==> config.mk <==
export PLATFORM = sky130hd
export DESIGN_NAME = analog_comparator_ctrl
export DESIGN_NICKNAME = d
export VERILOG_FILES = /design/src/cmp_ctrl_pkg.sv /design/src/analog_comparator_ctrl.sv
export VERILOG_INCLUDE_DIRS = /design/src
export SDC_FILE = /design/constraint.sdc
export NUM_CORES = 1
export LEC_CHECK = 0
export BUFFER_PORTS_ARGS = -buffer_cell sky130_fd_sc_hd__buf_2
export CAP_MARGIN = 20
export CELL_PAD_IN_SITES_DETAIL_PLACEMENT = 0
export CELL_PAD_IN_SITES_GLOBAL_PLACEMENT = 1
export CORE_ASPECT_RATIO = 1.4
export CORE_MARGIN = 1.5
export CORE_UTILIZATION = 37
export DETAILED_ROUTE_END_ITERATION = 8
export PLACE_DENSITY = 0.82
export SLEW_MARGIN = 10
export SYNTH_ARGS = -nofsm -noshare
export SYNTH_HDL_FRONTEND = slang
export SYNTH_SLANG_ARGS = --single-unit
export TNS_END_PERCENT = 5
==> constraint.sdc <==
create_clock -name CORE_CLK -period 2.4 [get_ports CORE_CLK]
set_input_delay 0.36 -clock CORE_CLK [delete_from_list [all_inputs] [get_ports CORE_CLK]]
set_output_delay 0.36 -clock CORE_CLK [all_outputs]
set_load 0.02 [all_outputs]
==> src/cmp_ctrl_map.svh <==
`ifndef CMP_CTRL_MAP_SVH
`define CMP_CTRL_MAP_SVH

// ==========================================================
// Register offsets
`define CMP_OFS_CTRL0 12'h000
`define CMP_OFS_CTRL1 12'h004
`define CMP_OFS_STATUS 12'h008
`define CMP_OFS_MASK 12'h00c
`define CMP_OFS_SETTLE 12'h010

// ==========================================================
// Control field positions
`define CMP_BIT_NEG_SEL 4
`define CMP_BIT_HYST 2
`define CMP_BIT_IE 1
`define CMP_BIT_EN 0
`define CMP_CTRL_KEEP 5'h17

// ==========================================================
// Status field positions
`define CMP_BIT_FLAG0 0
`define CMP_BIT_OUT0 2

// ==========================================================
// Reset values
`define CMP_CTRL_RESET 5'h00
`define CMP_MASK_RESET 2'h3

// ==========================================================
// Settle timing
`define CMP_SETTLE_TIME_NS 2000
`define CMP_CLK_PERIOD_PS 4000
`define CMP_SETTLE_CYCLES ((`CMP_SETTLE_TIME_NS * 1000 + \
    `CMP_CLK_PERIOD_PS - 1) / `CMP_CLK_PERIOD_PS)
`define CMP_SETTLE_W 9

`endif

==> src/cmp_ctrl_pkg.sv <==
`default_nettype none

package cmp_ctrl_pkg;

    // ======================================================
    // Types
    typedef enum logic [0:0] {
        APB_IDLE = 1'b0,
        APB_ACK = 1'b1
    } apb_phase_type;

    typedef enum logic [2:0] {
        REG_CTRL0 = 3'b000,
        REG_CTRL1 = 3'b001,
        REG_STATUS = 3'b010,
        REG_MASK = 3'b011,
        REG_SETTLE = 3'b100,
        REG_NONE = 3'b111
    } reg_index_type;

    typedef logic [4:0] ctrl_field_type;

endpackage : cmp_ctrl_pkg

`default_nettype wire

==> src/analog_comparator_ctrl.sv <==
// Summary of operation
// Comparator 1 bit 4 picks bandgap reference when set, pin when clear
// Comparator 1 bit 2 turns hysteresis on; clear at reset
// Comparator 1 bit 1 lets its change flag raise the interrupt
// Software waits 2 us after enabling before trusting the output
// Status bits 3 and 2 show synchronized outputs, zero when disabled
// Any change of a synchronized output sets its change flag
// Interrupt is high while a flag, its enable and its mask bit are all set
// Writing one clears a change flag, writing zero leaves it
// Both comparators share one interrupt line
// Comparator 0 control uses the same field layout as comparator 1
// Output is one when positive input exceeds negative input
// Disabled comparator reads zero and the forced value flags nothing
`timescale 1ns/1ps
`default_nettype none
`include "cmp_ctrl_map.svh"

module analog_comparator_ctrl (
    input wire logic CORE_CLK,
    input wire logic RESETN,
    input wire logic CLK_EN,
    input wire logic PSEL,
    input wire logic PENABLE,
    input wire logic PWRITE,
    input wire logic [11:0] PADDR,
    input wire logic [31:0] PWDATA,
    input wire logic [3:0] PSTRB,
    output logic [31:0] PRDATA,
    output logic PREADY,
    output logic PSLVERR,
    input wire logic [1:0] CMP_OUT_ASYNC,
    output logic [1:0] CMP_ENABLE,
    output logic [1:0] CMP_NEG_REF,
    output logic [1:0] CMP_HYST_ON,
    output logic CMP_IRQ
);

    // ======================================================
    // Address decode
    function automatic cmp_ctrl_pkg::reg_index_type reg_index(
        input logic [11:0] addr
    );
        if (addr == `CMP_OFS_CTRL0) begin
            reg_index = cmp_ctrl_pkg::REG_CTRL0;
        end else if (addr == `CMP_OFS_CTRL1) begin
            reg_index = cmp_ctrl_pkg::REG_CTRL1;
        end else if (addr == `CMP_OFS_STATUS) begin
            reg_index = cmp_ctrl_pkg::REG_STATUS;
        end else if (addr == `CMP_OFS_MASK) begin
            reg_index = cmp_ctrl_pkg::REG_MASK;
        end else if (addr == `CMP_OFS_SETTLE) begin
            reg_index = cmp_ctrl_pkg::REG_SETTLE;
        end else begin
            reg_index = cmp_ctrl_pkg::REG_NONE;
        end
    endfunction : reg_index

    cmp_ctrl_pkg::apb_phase_type phase_r;
    cmp_ctrl_pkg::reg_index_type acc_idx;
    cmp_ctrl_pkg::ctrl_field_type ctrl_r [2];
    logic [31:0] prdata_r;
    logic [31:0] rdata_nxt;
    logic pready_r;
    logic pslverr_r;
    logic wr_commit;
    logic [1:0] mask_r;
    logic [1:0] sync1_r;
    logic [1:0] sync2_r;
    logic [1:0] out_r;
    logic [1:0] flag_r;
    logic [1:0] flag_set;
    logic [1:0] flag_clr;
    logic [1:0] en_d_r;
    logic [1:0] armed_r;
    logic [1:0] settled_r;
    logic [1:0] en_w;
    logic [1:0] ie_w;
    logic irq_r;

    assign acc_idx = reg_index(PADDR);
    // Writes land only at the edge where the master sees PREADY
    assign wr_commit = PSEL && PENABLE && PWRITE && PSTRB[0] &&
        (phase_r == cmp_ctrl_pkg::APB_ACK) && CLK_EN;

    // ======================================================
    // APB handshake
    always_ff @(posedge CORE_CLK or negedge RESETN) begin
        if (!RESETN) begin
            phase_r <= cmp_ctrl_pkg::APB_IDLE;
        end else if (CLK_EN) begin
            case (phase_r)
                cmp_ctrl_pkg::APB_IDLE: begin
                    if (PSEL && PENABLE) begin
                        phase_r <= cmp_ctrl_pkg::APB_ACK;
                    end
                end
                cmp_ctrl_pkg::APB_ACK: begin
                    phase_r <= cmp_ctrl_pkg::APB_IDLE;
                end
                default: begin
                    phase_r <= cmp_ctrl_pkg::APB_IDLE;
                end
            endcase
        end
    end

    always_ff @(posedge CORE_CLK or negedge RESETN) begin
        if (!RESETN) begin
            pready_r <= 1'b0;
            pslverr_r <= 1'b0;
            prdata_r <= 32'h0000_0000;
        end else if (CLK_EN) begin
            pready_r <= (phase_r == cmp_ctrl_pkg::APB_IDLE) &&
                PSEL && PENABLE;
            if ((phase_r == cmp_ctrl_pkg::APB_IDLE) && PSEL &&
                    PENABLE) begin
                pslverr_r <= (acc_idx == cmp_ctrl_pkg::REG_NONE);
                prdata_r <= PWRITE ? 32'h0000_0000 : rdata_nxt;
            end else begin
                pslverr_r <= 1'b0;
                prdata_r <= 32'h0000_0000;
            end
        end
    end

    // ======================================================
    // Read mux
    always_comb begin
        rdata_nxt = 32'h0000_0000;
        case (acc_idx)
            cmp_ctrl_pkg::REG_CTRL0: begin
                rdata_nxt[4:0] = ctrl_r[0];
            end
            cmp_ctrl_pkg::REG_CTRL1: begin
                rdata_nxt[4:0] = ctrl_r[1];
            end
            cmp_ctrl_pkg::REG_STATUS: begin
                rdata_nxt[`CMP_BIT_OUT0 +: 2] = out_r;
                rdata_nxt[`CMP_BIT_FLAG0 +: 2] = flag_r;
            end
            cmp_ctrl_pkg::REG_MASK: begin
                rdata_nxt[1:0] = mask_r;
            end
            cmp_ctrl_pkg::REG_SETTLE: begin
                rdata_nxt[1:0] = settled_r;
            end
            default: begin
                rdata_nxt = 32'h0000_0000;
            end
        endcase
    end

    // ======================================================
    // Interrupt mask
    always_ff @(posedge CORE_CLK or negedge RESETN) begin
        if (!RESETN) begin
            mask_r <= `CMP_MASK_RESET;
        end else if (wr_commit &&
                acc_idx == cmp_ctrl_pkg::REG_MASK) begin
            mask_r <= PWDATA[1:0];
        end
    end

    // ======================================================
    // Per comparator channel
    genvar ch;
    generate
        for (ch = 0; ch < 2; ch = ch + 1) begin : g_cmp
            logic [`CMP_SETTLE_W-1:0] settle_cnt_r;

            assign en_w[ch] = ctrl_r[ch][`CMP_BIT_EN];
            assign ie_w[ch] = ctrl_r[ch][`CMP_BIT_IE];

            // Same layout for both channels
            always_ff @(posedge CORE_CLK or negedge RESETN) begin
                if (!RESETN) begin
                    ctrl_r[ch] <= `CMP_CTRL_RESET;
                end else if (wr_commit && acc_idx ==
                        cmp_ctrl_pkg::reg_index_type'(ch)) begin
                    ctrl_r[ch] <= PWDATA[4:0] & `CMP_CTRL_KEEP;
                end
            end

            // Analog output is asynchronous to the bus clock
            always_ff @(posedge CORE_CLK or negedge RESETN) begin
                if (!RESETN) begin
                    sync1_r[ch] <= 1'b0;
                    sync2_r[ch] <= 1'b0;
                end else if (CLK_EN) begin
                    sync1_r[ch] <= CMP_OUT_ASYNC[ch];
                    sync2_r[ch] <= sync1_r[ch];
                end
            end

            // Sync stages hold samples from the disabled time for two
            // edges after enable, so the output stays forced meanwhile
            always_ff @(posedge CORE_CLK or negedge RESETN) begin
                if (!RESETN) begin
                    armed_r[ch] <= 1'b0;
                    out_r[ch] <= 1'b0;
                end else if (CLK_EN) begin
                    armed_r[ch] <= en_d_r[ch] & en_w[ch];
                    out_r[ch] <= en_w[ch] & armed_r[ch] &
                        sync2_r[ch];
                end
            end

            // Forced zero on disable is not a real edge
            assign flag_set[ch] = CLK_EN && en_w[ch] && armed_r[ch] &&
                (sync2_r[ch] != out_r[ch]);
            assign flag_clr[ch] = wr_commit &&
                (acc_idx == cmp_ctrl_pkg::REG_STATUS) &&
                PWDATA[`CMP_BIT_FLAG0 + ch];

            // Set beats clear so no edge is lost
            always_ff @(posedge CORE_CLK or negedge RESETN) begin
                if (!RESETN) begin
                    flag_r[ch] <= 1'b0;
                end else if (flag_set[ch]) begin
                    flag_r[ch] <= 1'b1;
                end else if (flag_clr[ch]) begin
                    flag_r[ch] <= 1'b0;
                end
            end

            // Settle tracker only informs software, it gates nothing
            always_ff @(posedge CORE_CLK or negedge RESETN) begin
                if (!RESETN) begin
                    en_d_r[ch] <= 1'b0;
                    settle_cnt_r <= '0;
                    settled_r[ch] <= 1'b0;
                end else if (CLK_EN) begin
                    en_d_r[ch] <= en_w[ch];
                    if (!en_w[ch]) begin
                        settle_cnt_r <= '0;
                        settled_r[ch] <= 1'b0;
                    end else if (!en_d_r[ch]) begin
                        settle_cnt_r <= `CMP_SETTLE_W'(
                            `CMP_SETTLE_CYCLES - 1);
                        settled_r[ch] <= 1'b0;
                    end else if (settle_cnt_r != '0) begin
                        settle_cnt_r <= settle_cnt_r - 1'b1;
                    end else begin
                        settled_r[ch] <= 1'b1;
                    end
                end
            end

            assign CMP_ENABLE[ch] = ctrl_r[ch][`CMP_BIT_EN];
            assign CMP_NEG_REF[ch] = ctrl_r[ch][`CMP_BIT_NEG_SEL];
            assign CMP_HYST_ON[ch] = ctrl_r[ch][`CMP_BIT_HYST];
        end
    endgenerate

    // ======================================================
    // Shared interrupt
    always_ff @(posedge CORE_CLK or negedge RESETN) begin
        if (!RESETN) begin
            irq_r <= 1'b0;
        end else if (CLK_EN) begin
            irq_r <= |(flag_r & ie_w & mask_r);
        end
    end

    assign PRDATA = prdata_r;
    assign PREADY = pready_r;
    assign PSLVERR = pslverr_r;
    assign CMP_IRQ = irq_r;
endmodule : analog_comparator_ctrl

`default_nettype wire

### Word level (Yosys, flattened, before mapping)

Index checks and enable logic that the tools add are counted.
Widths: inputs -> output; s select.

| storage, ports and cells | value |
|---|---|
| memories kept | 0 |
| bits in latches | 0 |
| ROM bits | 0 |
| register bits after elaboration | 78 |
| memory bits (writable) | 0 |
| logic and storage cells | 109 |

| operators by class | value |
|---|---|
| add/sub/neg operators | 2 |
| equality and inequality tests | 15 |
| order comparisons | 0 |
| multiply operators | 0 |
| bitwise logic cells | 9 |
| reduce and logical (&&, ||, !) cells | 30 |
| divide/modulo/power cells | 0 |
| muxes and demuxes | 29 |
| shift operators | 0 |

Operators by type and width:

| cell | count |
|---|---|
| $mux 9 | 6 |
| $eq 12x4->1 const B | 2 |
| $logic_and 1x1->1 | 19 |
| $reduce_bool 9->1 | 2 |
| $sub 9x1->9 const B | 2 |
| $eq 12x3->1 const B | 1 |
| $eq 12x5->1 const B | 1 |
| $logic_not 12->1 | 1 |
| $mux 1 | 12 |
| $mux 3 | 4 |
| $mux 5 | 2 |
| $pmux 2 s5 | 1 |
| $reduce_and 2->1 | 4 |
| $and 1x1->1 | 6 |
| $eq 3x2->1 const B | 2 |
| $eq 3x3->1 const B | 2 |
| $ne 3x2->1 const B | 2 |
| $ne 3x3->1 const B | 2 |
| $pmux 2 s3 | 1 |
| $and 2x2->2 | 2 |
| $pmux 1 s2 | 2 |
| $reduce_bool 2->1 | 2 |
| $eq 3x1->1 const B | 1 |
| $logic_not 3->1 | 1 |
| 4 further kinds | 5 |

### Logic depth before layout (Yosys ltp)

Gate-level depths: netlist (run 1).

| logic depth | value |
|---|---|
| word-level depth | 11 |
| depth in mapped cells | 8 |

### Least setup slack after synthesis (run 1)

No wires, ideal clock.

| timing path | value |
|---|---|
| path type | register -> register |
| from | register g_cmp[1].settle_cnt_r[0] |
| to | register g_cmp[1].settle_cnt_r[7] |
| path buffers | 2 |
| setup time | 0.127 ns |
| period minus slack after synthesis | 1.930 ns |
| stages on the path, launching flop included | 9 |
| slack | 0.470 ns |
| arrival | 1.803 ns |
| path through | dfrtp_1 > inv_1 > ha_1 > or4b_1 > buf_2 > o31a_1 > buf_6 > a21oi_1 > a21oi_1 |

| between the ends | value |
|---|---|
| word-level cells in the longest chain between the ends | 4 |

RTL lines:

| what | RTL line | text |
|---|---|---|
| start, declared | analog_comparator_ctrl.sv:169 | `` logic [`CMP_SETTLE_W-1:0] settle_cnt_r; `` |
| start signal, assigned | analog_comparator_ctrl.sv:238 | `` settle_cnt_r <= `CMP_SETTLE_W'( `` |
| start signal, assigned | analog_comparator_ctrl.sv:242 | `settle_cnt_r <= settle_cnt_r - 1'b1;` |
| $sub 9x1->9 | analog_comparator_ctrl.sv:242 |  |
| $mux 9 | analog_comparator_ctrl.sv:241 | `end else if (settle_cnt_r != '0) begin` |
| $mux 9 | analog_comparator_ctrl.sv:237 | `end else if (!en_d_r[ch]) begin` |
| $mux 9 | analog_comparator_ctrl.sv:234 | `if (!en_w[ch]) begin` |

Parallel ways exist; a longest one is shown, timed or not. The select of a mux whose other input is x is not followed.
A chain may end at the register's enable or synchronous reset.

### Worst setup path after layout (run 1)

| timing path | value |
|---|---|
| from | register g_cmp[1].settle_cnt_r[0] |
| to | register g_cmp[1].settle_cnt_r[8] |

Same word-level chain as after synthesis.

==> results of run 1 <==
## area by class of cell
| cell class | instances | area, µm² | area share [%] |
|---|---|---|---|
| clock buffers | 5 | 68.8 | 2.21 |
| clock inverters | 3 | 67.6 | 2.17 |
| inverters | 8 | 30.0 | 0.966 |
| multi-input cells | 205 | 1300 | 41.8 |
| flip-flops and latches | 51 | 1280 | 41.1 |
| well taps | 97 | 121 | 3.90 |
| repair buffers | 45 | 243 | 7.81 |
## report_power, final
group	switching, µW	internal, µW
combinational	150	80.2
clock	302	416
sequential	29.9	890
## layer usage
metal  wire (µm)  up-vias
met3         279        5
li1            -     1031
met4          40        0
met2        3090       52
met5           0        -
met1        2670     1056
## per-stage QoR
step                      setup slack, ps  instances  util (%)  power (µW)  hold WS [ps]
final                                 383        414      42.2        1870           154
after global routing                  216        414      42.2        1950           222
after CTS                             381        414      42.2        1890           177
after detailed placement              354        406      40.4        1170           474
after global placement                369        406      40.4        1160           475
after floorplan                       470        309         -        1120          64.4
## logic make-up after synthesis
kind of cell	synth area share [%]
simple gates	16.1
compound gates	17.3
buf+inv	11.8
flops	45.5
mux	7.07
xor+xnor	1.25
fa+ha+maj	0.890
other cells	0.133
## placed cells by master, fill, tap and decap left out, types with 4 or more instances in the layout
| cell type | count |
|---|---|
| sky130_fd_sc_hd__a21oi_1 | 15 |
| sky130_fd_sc_hd__a22oi_1 | 5 |
| sky130_fd_sc_hd__a32o_1 | 4 |
| sky130_fd_sc_hd__buf_2 | 38 |
| sky130_fd_sc_hd__buf_4 | 7 |
| sky130_fd_sc_hd__clkbuf_8 | 5 |
| sky130_fd_sc_hd__conb_1 | 27 |
| sky130_fd_sc_hd__dfrtp_1 | 49 |
| sky130_fd_sc_hd__inv_1 | 8 |
| sky130_fd_sc_hd__mux2_2 | 15 |
| sky130_fd_sc_hd__nand2_1 | 22 |
| sky130_fd_sc_hd__nand3_1 | 11 |
| sky130_fd_sc_hd__nor2_1 | 15 |
| sky130_fd_sc_hd__o211ai_1 | 4 |
| sky130_fd_sc_hd__o21ai_0 | 14 |
| sky130_fd_sc_hd__o2bb2ai_1 | 6 |
| sky130_fd_sc_hd__o31ai_1 | 6 |
| sky130_fd_sc_hd__or3_1 | 6 |
| sky130_fd_sc_hd__xor2_1 | 4 |
## critical path, cell delays in order (launching register included)
cell and delay, ps:
sky130_fd_sc_hd__dfrtp_1 450, sky130_fd_sc_hd__inv_1 100, sky130_fd_sc_hd__ha_1 180, sky130_fd_sc_hd__or4b_1 470, sky130_fd_sc_hd__buf_4 180, sky130_fd_sc_hd__o31ai_1 220, sky130_fd_sc_hd__o21ai_0 120, sky130_fd_sc_hd__a22o_1 190
## worst max-delay path by stage
stage                                                    start                                   end  slack, ps
after detailed placement                              PADDR[9]            CMP_HYST_ON[1]$_DFFE_PN0P_        350
after CTS                 g_cmp[1].settle_cnt_r[0]$_DFFE_PN0P_  g_cmp[1].settle_cnt_r[5]$_DFFE_PN0P_        380
after floorplan           g_cmp[1].settle_cnt_r[0]$_DFFE_PN0P_  g_cmp[1].settle_cnt_r[7]$_DFFE_PN0P_        470
final                     g_cmp[1].settle_cnt_r[0]$_DFFE_PN0P_  g_cmp[1].settle_cnt_r[8]$_DFFE_PN0P_        380
after global routing      g_cmp[1].settle_cnt_r[0]$_DFFE_PN0P_  g_cmp[1].settle_cnt_r[5]$_DFFE_PN0P_        220
after global placement                                PADDR[9]            CMP_NEG_REF[1]$_DFFE_PN0P_        370
==> flow_results.xml, run 1 <==
<?xml version="1.0" encoding="UTF-8"?>
<metrics>
  <group name="grt">
    <metric name="grtUsageMet1" unit="%">20.4</metric>
    <metric name="wire_length_of_the_first_global_routing_pass" unit="µm">10100</metric>
    <metric name="track_usage" unit="%">15.4</metric>
    <metric name="largest_net_degree_at_the_start_of_global_routing" unit="">38</metric>
    <metric name="grt_antenna_before_repair" unit="">0</metric>
    <metric name="vias_in_the_first_global_route" unit="">2049</metric>
    <metric name="groute.layer.met2.usage" unit="%">25.9</metric>
    <metric name="global_route.usage.met3" unit="%">3.26</metric>
    <metric name="gr-max-usage-layer" unit="">met2</metric>
    <metric name="global_route.overflow_total" unit="">0</metric>
  </group>
  <group name="logic_synthesis">
    <metric name="cell_types_with_the_largest_area_share_after_synthesis" unit="">sky130_fd_sc_hd__dfrtp_1, sky130_fd_sc_hd__buf_4, sky130_fd_sc_hd__mux2_2</metric>
    <metric name="ys.flop_type" unit="">sky130_fd_sc_hd__dfrtp_1</metric>
    <metric name="async_flop_share" unit="%">100</metric>
    <metric name="yosys_warnings" unit="">0</metric>
    <metric name="area_share_of_the_leading_cell_type_in_the_synthesized_netlist" unit="%">43.6</metric>
    <metric name="ys_seq_area_share" unit="%">45.5</metric>
    <metric name="synth_top_cells_by_count" unit="">sky130_fd_sc_hd__dfrtp_1, sky130_fd_sc_hd__buf_4, sky130_fd_sc_hd__nand2_1</metric>
    <metric name="synth_cell_type_count" unit="">49</metric>
    <metric name="synth.largest_area_cell" unit="">sky130_fd_sc_hd__dfrtp_1</metric>
    <metric name="synth_edf_count" unit="">0</metric>
    <metric name="yosys_register_bits" unit="">51</metric>
    <metric name="syn_avg_cell_area" unit="µm²">9.94</metric>
    <metric name="synthesis.instances" unit="">283</metric>
    <metric name="synth_most_common_cell" unit="">sky130_fd_sc_hd__dfrtp_1</metric>
    <metric name="post_synth_instance_area" unit="mm²">0.00281</metric>
  </group>
  <group name="floorplanning">
    <metric name="floorplan.rows" unit="">37</metric>
    <metric name="dieArea" unit="mm²">0.00814</metric>
    <metric name="core_ar" unit="mm²">0.00736</metric>
    <metric name="floorplan.initialDensity" unit="%">38.2</metric>
    <metric name="die_y" unit="µm">106</metric>
    <metric name="num_io_pins" unit="">97</metric>
    <metric name="dieWidth" unit="µm">76.7</metric>
  </group>
  <group name="run">
    <metric name="drv.max_cap_violation_count" unit="">0</metric>
  </group>
  <group name="clocking">
    <metric name="tritoncts" unit="">done</metric>
    <metric name="htreeDepth" unit="">2</metric>
    <metric name="clock_sink_count" unit="">51</metric>
    <metric name="cts_resized" unit="">0</metric>
    <metric name="path_clk_slew" unit="ps">100</metric>
    <metric name="cts.root.buffer_cell" unit="">sky130_fd_sc_hd__clkbuf_8</metric>
    <metric name="worst_skew_pair.late_latency" unit="ps">310</metric>
    <metric name="postCtsSetupRepairBufs" unit="">0</metric>
    <metric name="cts.hold.buffers_added" unit="">0</metric>
    <metric name="cts_made_buffers" unit="">5</metric>
    <metric name="cts_buffer_depth" unit="">2</metric>
  </group>
  <group name="routing">
    <metric name="drt-wirelength-per-cell" unit="µm">14.7</metric>
    <metric name="drc" unit="">0</metric>
    <metric name="finalWirelength" unit="µm">6080</metric>
    <metric name="via_per_inst" unit="">5.18</metric>
    <metric name="dr.first_iter.drc_count" unit="">70</metric>
    <metric name="ant_nets" unit="">0</metric>
    <metric name="firstDrtPassIters" unit="">4</metric>
    <metric name="vias" unit="">2144</metric>
  </group>
  <group name="setup_path">
    <metric name="reg2reg_from" unit="">g_cmp[1].settle_cnt_r[0]$_DFFE_PN0P_</metric>
    <metric name="timing.critical_path.from_type" unit="">flop</metric>
    <metric name="timing.reg2reg.setup_slack" unit="ps">380</metric>
    <metric name="worst_ep_arrival_time" unit="ps">2220</metric>
    <metric name="worst_r2r_path_depth" unit="">7</metric>
    <metric name="timing.rr.end" unit="">g_cmp[1].settle_cnt_r[8]$_DFFE_PN0P_</metric>
    <metric name="cp.required" unit="ps">2600</metric>
    <metric name="timing.setup.critical_path_class" unit="">flop to flop</metric>
    <metric name="critical_path.endpoint_type" unit="">flop</metric>
    <metric name="path_max_fanout" unit="">6</metric>
  </group>
  <group name="place">
    <metric name="detailed_place.area" unit="mm²">0.00297</metric>
    <metric name="count_of_input_and_output_buffers" unit="">38</metric>
    <metric name="finalWeightedCongestion" unit="">0.815</metric>
    <metric name="dp.final_hpwl" unit="µm">4420</metric>
  </group>
  <group name="timing">
    <metric name="final-setup-viol-count" unit="">0</metric>
    <metric name="post-route-min-period" unit="ps">2020</metric>
    <metric name="rsz_0062_raised_after_global_routing" unit="">no</metric>
    <metric name="final-max-slew-violation-count" unit="">0</metric>
    <metric name="post_route_clock_period_utilization" unit="%">84.0</metric>
    <metric name="maxSlewHeadroom" unit="%">42.5</metric>
    <metric name="fin_setup_tns" unit="ps">0</metric>
    <metric name="worst_slew_pin_slew" unit="ps">862</metric>
    <metric name="worst_clock_skew" unit="ps">14.5</metric>
    <metric name="max_clock_freq" unit="MHz">496</metric>
    <metric name="final-hold-violation-count" unit="">0</metric>
  </group>
  <group name="power_and_ir_drop">
    <metric name="cellLeakagePower" unit="µW">0.00142</metric>
    <metric name="worst_ir_drop_vdd" unit="µV">316</metric>
    <metric name="power_per_cell_area" unit="mW/mm²">601</metric>
  </group>
  <group name="cells_and_area">
    <metric name="filler_cell_count" unit="">704</metric>
    <metric name="largest-register" unit="">g_cmp.settle_cnt_r</metric>
    <metric name="nNetsFinal" unit="">374</metric>
    <metric name="flip_flop_count_of_the_largest_register_after_layout" unit="">18</metric>
    <metric name="synthToLayoutAreaGrowth" unit="%">10.5</metric>
    <metric name="drive_above_1_share" unit="%">24.9</metric>
    <metric name="cell_area_after_layout" unit="mm²">0.00311</metric>
    <metric name="antennaDiodeCount" unit="">0</metric>
  </group>
  <group name="outcome">
    <metric name="run_status" unit="">finished, final reports clean</metric>
  </group>
  <group name="worst_hold_path">
    <metric name="kind_of_path_behind_the_tightest_hold_check" unit="">input port to asynchronous set/reset pin</metric>
  </group>
</metrics>
(Power assumes the default switching activity.)
==> run 2: changes to the inputs <==
==> constraint.sdc (replaced) <==
create_clock -name CORE_CLK -period 1.9 [get_ports CORE_CLK]
set_input_delay 0.285 -clock CORE_CLK [delete_from_list [all_inputs] [get_ports CORE_CLK]]
set_output_delay 0.285 -clock CORE_CLK [all_outputs]
set_load 0.02 [all_outputs]
==> run 2 against run 1 <==
- core utilization grew 1.4 points
- via count grew 2.6%
- clock-buffer cell count is the same
- global-route usage grew 0.067 points
- hold slack lost 81 ps
- clock skew shrank 7.3 ps
- worst setup slack lost 330 ps
- highest routed layer unchanged
- die area is the same
- design area grew 3.2%
- critical path depth is the same
- sequential power grew 26%
- sequential share of layout area shrank 1.3 points
==> flow_results.xml, run 2 (synthesis gave the netlist of run 1 again) <==
<?xml version="1.0" encoding="UTF-8"?>
<metrics>
  <group name="outcome">
    <metric name="run_status" unit="">finished, final reports clean</metric>
  </group>
  <group name="timing">
    <metric name="rsz_0062_raised_after_global_routing" unit="">yes</metric>
    <metric name="hold_ws" unit="ps">73.1</metric>
    <metric name="final-hold-violation-count" unit="">0</metric>
    <metric name="post-route-min-period" unit="ps">1850</metric>
    <metric name="worst_clock_skew" unit="ps">7.24</metric>
    <metric name="max_clock_freq" unit="MHz">541</metric>
    <metric name="final-setup-viol-count" unit="">0</metric>
    <metric name="maxSlewHeadroom" unit="%">56.8</metric>
    <metric name="post_route_clock_period_utilization" unit="%">97.3</metric>
    <metric name="setup_ws" unit="ps">50.7</metric>
    <metric name="worst_slew_pin_slew" unit="ps">648</metric>
    <metric name="final-max-slew-violation-count" unit="">0</metric>
    <metric name="fin_setup_tns" unit="ps">0</metric>
  </group>
  <group name="place">
    <metric name="finalWeightedCongestion" unit="">0.856</metric>
    <metric name="place_ws" unit="ps">-23.7</metric>
    <metric name="count_of_input_and_output_buffers" unit="">38</metric>
    <metric name="detailed_place.area" unit="mm²">0.00307</metric>
    <metric name="dp.final_hpwl" unit="µm">4430</metric>
  </group>
  <group name="cells_and_area">
    <metric name="filler_cell_count" unit="">738</metric>
    <metric name="final_common_cell" unit="">sky130_fd_sc_hd__dfrtp_1</metric>
    <metric name="largest-register" unit="">g_cmp.settle_cnt_r</metric>
    <metric name="drive_above_1_share" unit="%">29.7</metric>
    <metric name="flip_flop_count_of_the_largest_register_after_layout" unit="">18</metric>
    <metric name="synthToLayoutAreaGrowth" unit="%">14.1</metric>
    <metric name="most-common-layout-cells" unit="">sky130_fd_sc_hd__dfrtp_1, sky130_fd_sc_hd__buf_2, sky130_fd_sc_hd__conb_1, sky130_fd_sc_hd__nand2_1, sky130_fd_sc_hd__buf_4</metric>
    <metric name="nNetsFinal" unit="">387</metric>
    <metric name="antennaDiodeCount" unit="">0</metric>
    <metric name="cell_area_after_layout" unit="mm²">0.00321</metric>
  </group>
  <group name="setup_path">
    <metric name="setup.worst_path.end" unit="">g_cmp[1].settle_cnt_r[8]$_DFFE_PN0P_</metric>
    <metric name="timing.critical_path.from_type" unit="">flop</metric>
    <metric name="crit_slowest_cell" unit="">sky130_fd_sc_hd__or4b_4</metric>
    <metric name="timing.setup.critical_path_class" unit="">flop to flop</metric>
    <metric name="worst_ep_arrival_time" unit="ps">2050</metric>
    <metric name="path_max_fanout" unit="">3</metric>
    <metric name="timing.rr.end" unit="">g_cmp[1].settle_cnt_r[8]$_DFFE_PN0P_</metric>
    <metric name="critical_path.startpoint" unit="">g_cmp[1].settle_cnt_r[1]$_DFFE_PN0P_</metric>
    <metric name="timing.reg2reg.setup_slack" unit="ps">50</metric>
    <metric name="cp.required" unit="ps">2110</metric>
    <metric name="critical_path.endpoint_type" unit="">flop</metric>
    <metric name="timing.critical_path.slowest_cell_delay" unit="ps">480</metric>
    <metric name="worst_r2r_path_depth" unit="">7</metric>
    <metric name="crit_chain" unit="">inv_1 -&gt; ha_2 -&gt; or4b_4 -&gt; buf_4 -&gt; o31ai_2 -&gt; o21ai_1 -&gt; a22o_1</metric>
    <metric name="reg2reg_from" unit="">g_cmp[1].settle_cnt_r[1]$_DFFE_PN0P_</metric>
  </group>
  <group name="clocking">
    <metric name="postCtsSetupRepairBufs" unit="">0</metric>
    <metric name="cts_made_buffers" unit="">5</metric>
    <metric name="cts.root.buffer_cell" unit="">sky130_fd_sc_hd__clkbuf_8</metric>
    <metric name="cts_buffer_depth" unit="">2</metric>
    <metric name="htreeDepth" unit="">2</metric>
    <metric name="worst_skew_pair.late_latency" unit="ps">310</metric>
    <metric name="tritoncts" unit="">done</metric>
    <metric name="path_clk_slew" unit="ps">100</metric>
    <metric name="clock_sink_count" unit="">51</metric>
  </group>
  <group name="routing">
    <metric name="vias" unit="">2200</metric>
    <metric name="drc" unit="">0</metric>
    <metric name="via_per_inst" unit="">5.15</metric>
    <metric name="finalWirelength" unit="µm">6030</metric>
    <metric name="firstDrtPassIters" unit="">4</metric>
    <metric name="ant_nets" unit="">0</metric>
    <metric name="dr.first_iter.drc_count" unit="">117</metric>
    <metric name="drt-wirelength-per-cell" unit="µm">14.1</metric>
  </group>
  <group name="floorplanning">
    <metric name="dieWidth" unit="µm">76.7</metric>
    <metric name="floorplan.rows" unit="">37</metric>
    <metric name="num_io_pins" unit="">97</metric>
    <metric name="die_y" unit="µm">106</metric>
    <metric name="core_ar" unit="mm²">0.00736</metric>
    <metric name="floorplan.initialDensity" unit="%">38.2</metric>
    <metric name="dieArea" unit="mm²">0.00814</metric>
  </group>
  <group name="worst_hold_path">
    <metric name="kind_of_path_behind_the_tightest_hold_check" unit="">input port to asynchronous set/reset pin</metric>
  </group>
  <group name="power_and_ir_drop">
    <metric name="total_power_consumption_of_the_routed_design" unit="µW">2260</metric>
    <metric name="worst_ir_drop_vdd" unit="µV">456</metric>
    <metric name="cellLeakagePower" unit="µW">0.00149</metric>
    <metric name="power_per_cell_area" unit="mW/mm²">703</metric>
  </group>
  <group name="grt">
    <metric name="track_usage" unit="%">15.5</metric>
    <metric name="wire_length_of_the_first_global_routing_pass" unit="µm">9970</metric>
    <metric name="grt_antenna_before_repair" unit="">0</metric>
    <metric name="vias_in_the_first_global_route" unit="">2069</metric>
    <metric name="global_route.overflow_total" unit="">0</metric>
    <metric name="largest_net_degree_at_the_start_of_global_routing" unit="">52</metric>
  </group>
  <group name="run">
    <metric name="drv.max_cap_violation_count" unit="">0</metric>
  </group>
</metrics>
-- run 2: how the worst min path moves through the flow --
stage / endpoint / slack (ps) / cells past startpoint
finish: sync2_r[0]$_DFFE_PN0P_ / 70 / 2
global route: sync2_r[0]$_DFFE_PN0P_ / 150 / 2
CTS: g_cmp[0].settle_cnt_r[7]$_DFFE_PN0P_ / 110 / 2
detailed placement: g_cmp[0].settle_cnt_r[7]$_DFFE_PN0P_ / 450 / 2
global placement: sync1_r[0]$_DFFE_PN0P_ / 450 / 2
floorplan: CMP_ENABLE[0]$_DFFE_PN0P_ / -10 / 0
-- run 2: report_power, final --
part | switching [µW] | internal [µW] | total (µW)
registers | 35.5 | 1120 | 1160
clock network | 375 | 393 | 768
logic | 199 | 129 | 329
total | 610 | 1650 | 2260
-- run 2: timing repair --
item | in CTS | in global routing
cloned | 0 | 0
hold buffers | 0 | 0
endpoints found under the setup margin | 5 | 9
resized for setup | 2 | 7
pin swaps | 0 | 1
-- run 2: final cells by class --
cell class	count	area (µm²)	share of cell area, %
Multi-Input combinational cell	205	1330	41.3
Sequential cell	51	1280	39.8
Timing Repair Buffer	58	340	10.6
Tap cell	97	121	3.78
Clock buffer	5	68.8	2.14
Clock inverter	3	43.8	1.36
Inverter	8	30.0	0.936
-- run 2: worst max-delay path: cells and delay by family, from the launching register on --
family	cells	cell delay (ps)
DFF	1	380
and+or+nand+nor	1	480
AOI/OAI and AO/OA	3	470
adders and majority gates	1	180
buffers and inverters	2	240
-- run 2: metrics by stage --
step / utilization, % / cells
after detailed placement: 41.7 / 419
after CTS: 43.3 / 427
after global placement: 41.7 / 419
final: 43.6 / 427
after floorplan: - / 309
after global routing: 43.6 / 427
-- run 2: routing by layer --
layer | wire length [µm] | part of all wire [%] | global-route usage [%]
met1 | 2580 | 43 | 18.7
met3 | 259 | 4.3 | 3.00
met2 | 3090 | 51 | 27.3
met5 | 0 | 0 | 0
met4 | 101 | 1.7 | 5.29
==> run 3: changes to the inputs <==
--- a/config.mk
+++ b/config.mk
@@ -13,6 +13,7 @@
 export CORE_ASPECT_RATIO = 1.4
 export CORE_MARGIN = 1.5
 export CORE_UTILIZATION = 37
+export CTS_BUF_LIST = sky130_fd_sc_hd__clkbuf_16
 export DETAILED_ROUTE_END_ITERATION = 8
 export PLACE_DENSITY = 0.82
 export SLEW_MARGIN = 10
==> constraint.sdc (replaced) <==
create_clock -name CORE_CLK -period 2.1 [get_ports CORE_CLK]
set_input_delay 0.315 -clock CORE_CLK [delete_from_list [all_inputs] [get_ports CORE_CLK]]
set_output_delay 0.315 -clock CORE_CLK [all_outputs]
set_load 0.02 [all_outputs]
==> run 3 against run 2 <==
- critical path depth unchanged
- total power decreased by 6.6%
- worst setup slack improved by 90 ps
- final cell count decreased by 2.3%
- register-to-register slack improved by 90 ps
- via count decreased by 1.1%
- sequential power decreased by 9%
- clock skew decreased by 2.7 ps
==> flow_results.xml, run 3 (synthesis gave the netlist of run 1 again) <==
<?xml version="1.0" encoding="UTF-8"?>
<metrics>
  <group name="power_and_ir_drop">
    <metric name="clock_power_share" unit="%">37.4</metric>
    <metric name="power.net_switching" unit="µW">562</metric>
    <metric name="power_per_cell_area" unit="mW/mm²">670</metric>
    <metric name="power_frac_comb" unit="%">12.7</metric>
    <metric name="power_report.internal_total" unit="µW">1550</metric>
    <metric name="cellLeakagePower" unit="µW">0.00145</metric>
    <metric name="worst_ir_drop_vdd" unit="µV">486</metric>
    <metric name="power_frac_seq" unit="%">49.9</metric>
    <metric name="switching_share" unit="%">26.7</metric>
  </group>
  <group name="routing">
    <metric name="drt-wirelength-per-cell" unit="µm">15.0</metric>
    <metric name="drc" unit="">0</metric>
    <metric name="ant_nets" unit="">0</metric>
    <metric name="via_per_inst" unit="">5.22</metric>
    <metric name="dr.first_iter.drc_count" unit="">84</metric>
    <metric name="firstDrtPassIters" unit="">4</metric>
    <metric name="vias" unit="">2176</metric>
    <metric name="finalWirelength" unit="µm">6240</metric>
  </group>
  <group name="cells_and_area">
    <metric name="drive_above_1_share" unit="%">25.3</metric>
    <metric name="largest-register" unit="">g_cmp.settle_cnt_r</metric>
    <metric name="flip_flop_count_of_the_largest_register_after_layout" unit="">18</metric>
    <metric name="nNetsFinal" unit="">377</metric>
    <metric name="most-common-layout-cells" unit="">sky130_fd_sc_hd__dfrtp_1, sky130_fd_sc_hd__buf_2, sky130_fd_sc_hd__conb_1, sky130_fd_sc_hd__nand2_1</metric>
    <metric name="final_core_utilization" unit="%">42.7</metric>
    <metric name="antennaDiodeCount" unit="">0</metric>
    <metric name="final_common_cell" unit="">sky130_fd_sc_hd__dfrtp_1</metric>
    <metric name="synthToLayoutAreaGrowth" unit="%">11.8</metric>
    <metric name="filler_cell_count" unit="">727</metric>
  </group>
  <group name="grt">
    <metric name="largest_net_degree_at_the_start_of_global_routing" unit="">52</metric>
    <metric name="vias_in_the_first_global_route" unit="">2084</metric>
    <metric name="wire_length_of_the_first_global_routing_pass" unit="µm">10300</metric>
    <metric name="global_route.overflow_total" unit="">0</metric>
    <metric name="track_usage" unit="%">16.0</metric>
    <metric name="grt_antenna_before_repair" unit="">0</metric>
  </group>
  <group name="clocking">
    <metric name="clock_sink_count" unit="">51</metric>
    <metric name="tritoncts" unit="">done</metric>
    <metric name="cts.hold.buffers_added" unit="">0</metric>
    <metric name="worst_skew_pair.late_latency" unit="ps">290</metric>
    <metric name="cts_buffer_depth" unit="">2</metric>
    <metric name="path_clk_slew" unit="ps">60</metric>
    <metric name="cts_made_buffers" unit="">5</metric>
    <metric name="cts.root.buffer_cell" unit="">sky130_fd_sc_hd__clkbuf_16</metric>
    <metric name="htreeDepth" unit="">2</metric>
  </group>
  <group name="floorplanning">
    <metric name="floorplan.rows" unit="">37</metric>
    <metric name="core_ar" unit="mm²">0.00736</metric>
    <metric name="dieWidth" unit="µm">76.7</metric>
    <metric name="floorplan.initialDensity" unit="%">38.2</metric>
    <metric name="die_y" unit="µm">106</metric>
    <metric name="num_io_pins" unit="">97</metric>
    <metric name="dieArea" unit="mm²">0.00814</metric>
  </group>
  <group name="place">
    <metric name="finalWeightedCongestion" unit="">0.826</metric>
    <metric name="place_ws" unit="ps">137</metric>
    <metric name="dp.final_hpwl" unit="µm">4390</metric>
    <metric name="count_of_input_and_output_buffers" unit="">38</metric>
  </group>
  <group name="timing">
    <metric name="final-max-slew-violation-count" unit="">0</metric>
    <metric name="post-route-min-period" unit="ps">1960</metric>
    <metric name="final-hold-violation-count" unit="">0</metric>
    <metric name="post_route_clock_period_utilization" unit="%">93.3</metric>
    <metric name="worst_slew_pin_slew" unit="ps">658</metric>
    <metric name="worst_clock_skew" unit="ps">4.59</metric>
    <metric name="fin_setup_tns" unit="ps">0</metric>
    <metric name="max_clock_freq" unit="MHz">510</metric>
    <metric name="hold_ws" unit="ps">137</metric>
    <metric name="final-setup-viol-count" unit="">0</metric>
    <metric name="maxSlewHeadroom" unit="%">56.2</metric>
    <metric name="rsz_0062_raised_after_global_routing" unit="">no</metric>
    <metric name="setup_ws" unit="ps">141</metric>
  </group>
  <group name="setup_path">
    <metric name="timing.critical_path.from_type" unit="">flop</metric>
    <metric name="timing.setup.critical_path_class" unit="">flop to flop</metric>
    <metric name="critical_path.endpoint_type" unit="">flop</metric>
    <metric name="worst_ep_arrival_time" unit="ps">2140</metric>
    <metric name="cp.required" unit="ps">2280</metric>
    <metric name="path_max_fanout" unit="">6</metric>
  </group>
  <group name="run">
    <metric name="drv.max_cap_violation_count" unit="">0</metric>
  </group>
  <group name="worst_hold_path">
    <metric name="kind_of_path_behind_the_tightest_hold_check" unit="">input port to asynchronous set/reset pin</metric>
  </group>
  <group name="outcome">
    <metric name="run_status" unit="">finished, final reports clean</metric>
  </group>
</metrics>
[run 3: path summary, 6_finish.rpt]
path | cells after the start | from | to | slack [ps]
min reg2reg | 1 | PREADY$_DFFE_PN0P_ | PREADY$_DFFE_PN0P_ | 490
max | 7 | g_cmp[1].settle_cnt_r[1]$_DFFE_PN0P_ | g_cmp[1].settle_cnt_r[8]$_DFFE_PN0P_ | 140
min in group CORE_CLK | 2 | CMP_OUT_ASYNC[1] | sync1_r[1]$_DFFE_PN0P_ | 260
max reg2reg | 7 | g_cmp[1].settle_cnt_r[1]$_DFFE_PN0P_ | g_cmp[1].settle_cnt_r[8]$_DFFE_PN0P_ | 140
max in group asynchronous | 2 | RESETN | g_cmp[1].settle_cnt_r[2]$_DFFE_PN0P_ | 1520
min | 2 | RESETN | sync1_r[0]$_DFFE_PN0P_ | 140
[run 3: area by class of cell]
cell class,instances,area [µm²],area share (%)
Sequential cell,51,1280,40.7
Inverter,8,30.0,0.955
Clock inverter,3,15.0,0.478
Clock buffer,5,125,3.98
Tap cell,97,121,3.86
Timing Repair Buffer,48,265,8.44
Multi-Input combinational cell,205,1310,41.6
[run 3: per-layer routing]
metal,share of wire (%),routed length [µm],track usage [%]
met5,0,0,0
met4,1.2,73,5.03
met3,4.5,279,4.03
met2,52,3260,27.2
met1,42,2630,19.7
[run 3: through the flow]
step                area [µm²]  power, µW  cells
global route              3140       2210    417
detailed placement        3000       1340    409
floorplan                 2910       1280    309
finish                    3140       2110    417
CTS                       3140       2130    417
global placement          3000       1330    409
[run 3: power groups by stage]
stage / combinational (µW) / clock (µW) / sequential (µW)
finish: 267 / 789 / 1050
global route: 297 / 853 / 1060
CTS: 267 / 811 / 1050
detailed placement: 265 / 0 / 1070
global placement: 260 / 0 / 1070
floorplan: 210 / 0 / 1070
[run 3: what timing repair did]
item,4_1_cts,5_1_grt
buffers inserted,0,0
endpoints found under the setup margin,0,3
resized for setup,0,2
[run 3: critical path, cell delays in order (launching register included)]
cell and delay [ps]:
sky130_fd_sc_hd__dfrtp_1 420, sky130_fd_sc_hd__inv_1 100, sky130_fd_sc_hd__ha_1 180, sky130_fd_sc_hd__or4b_1 480, sky130_fd_sc_hd__buf_4 180, sky130_fd_sc_hd__o31ai_1 200, sky130_fd_sc_hd__o21ai_0 110, sky130_fd_sc_hd__a22o_1 180
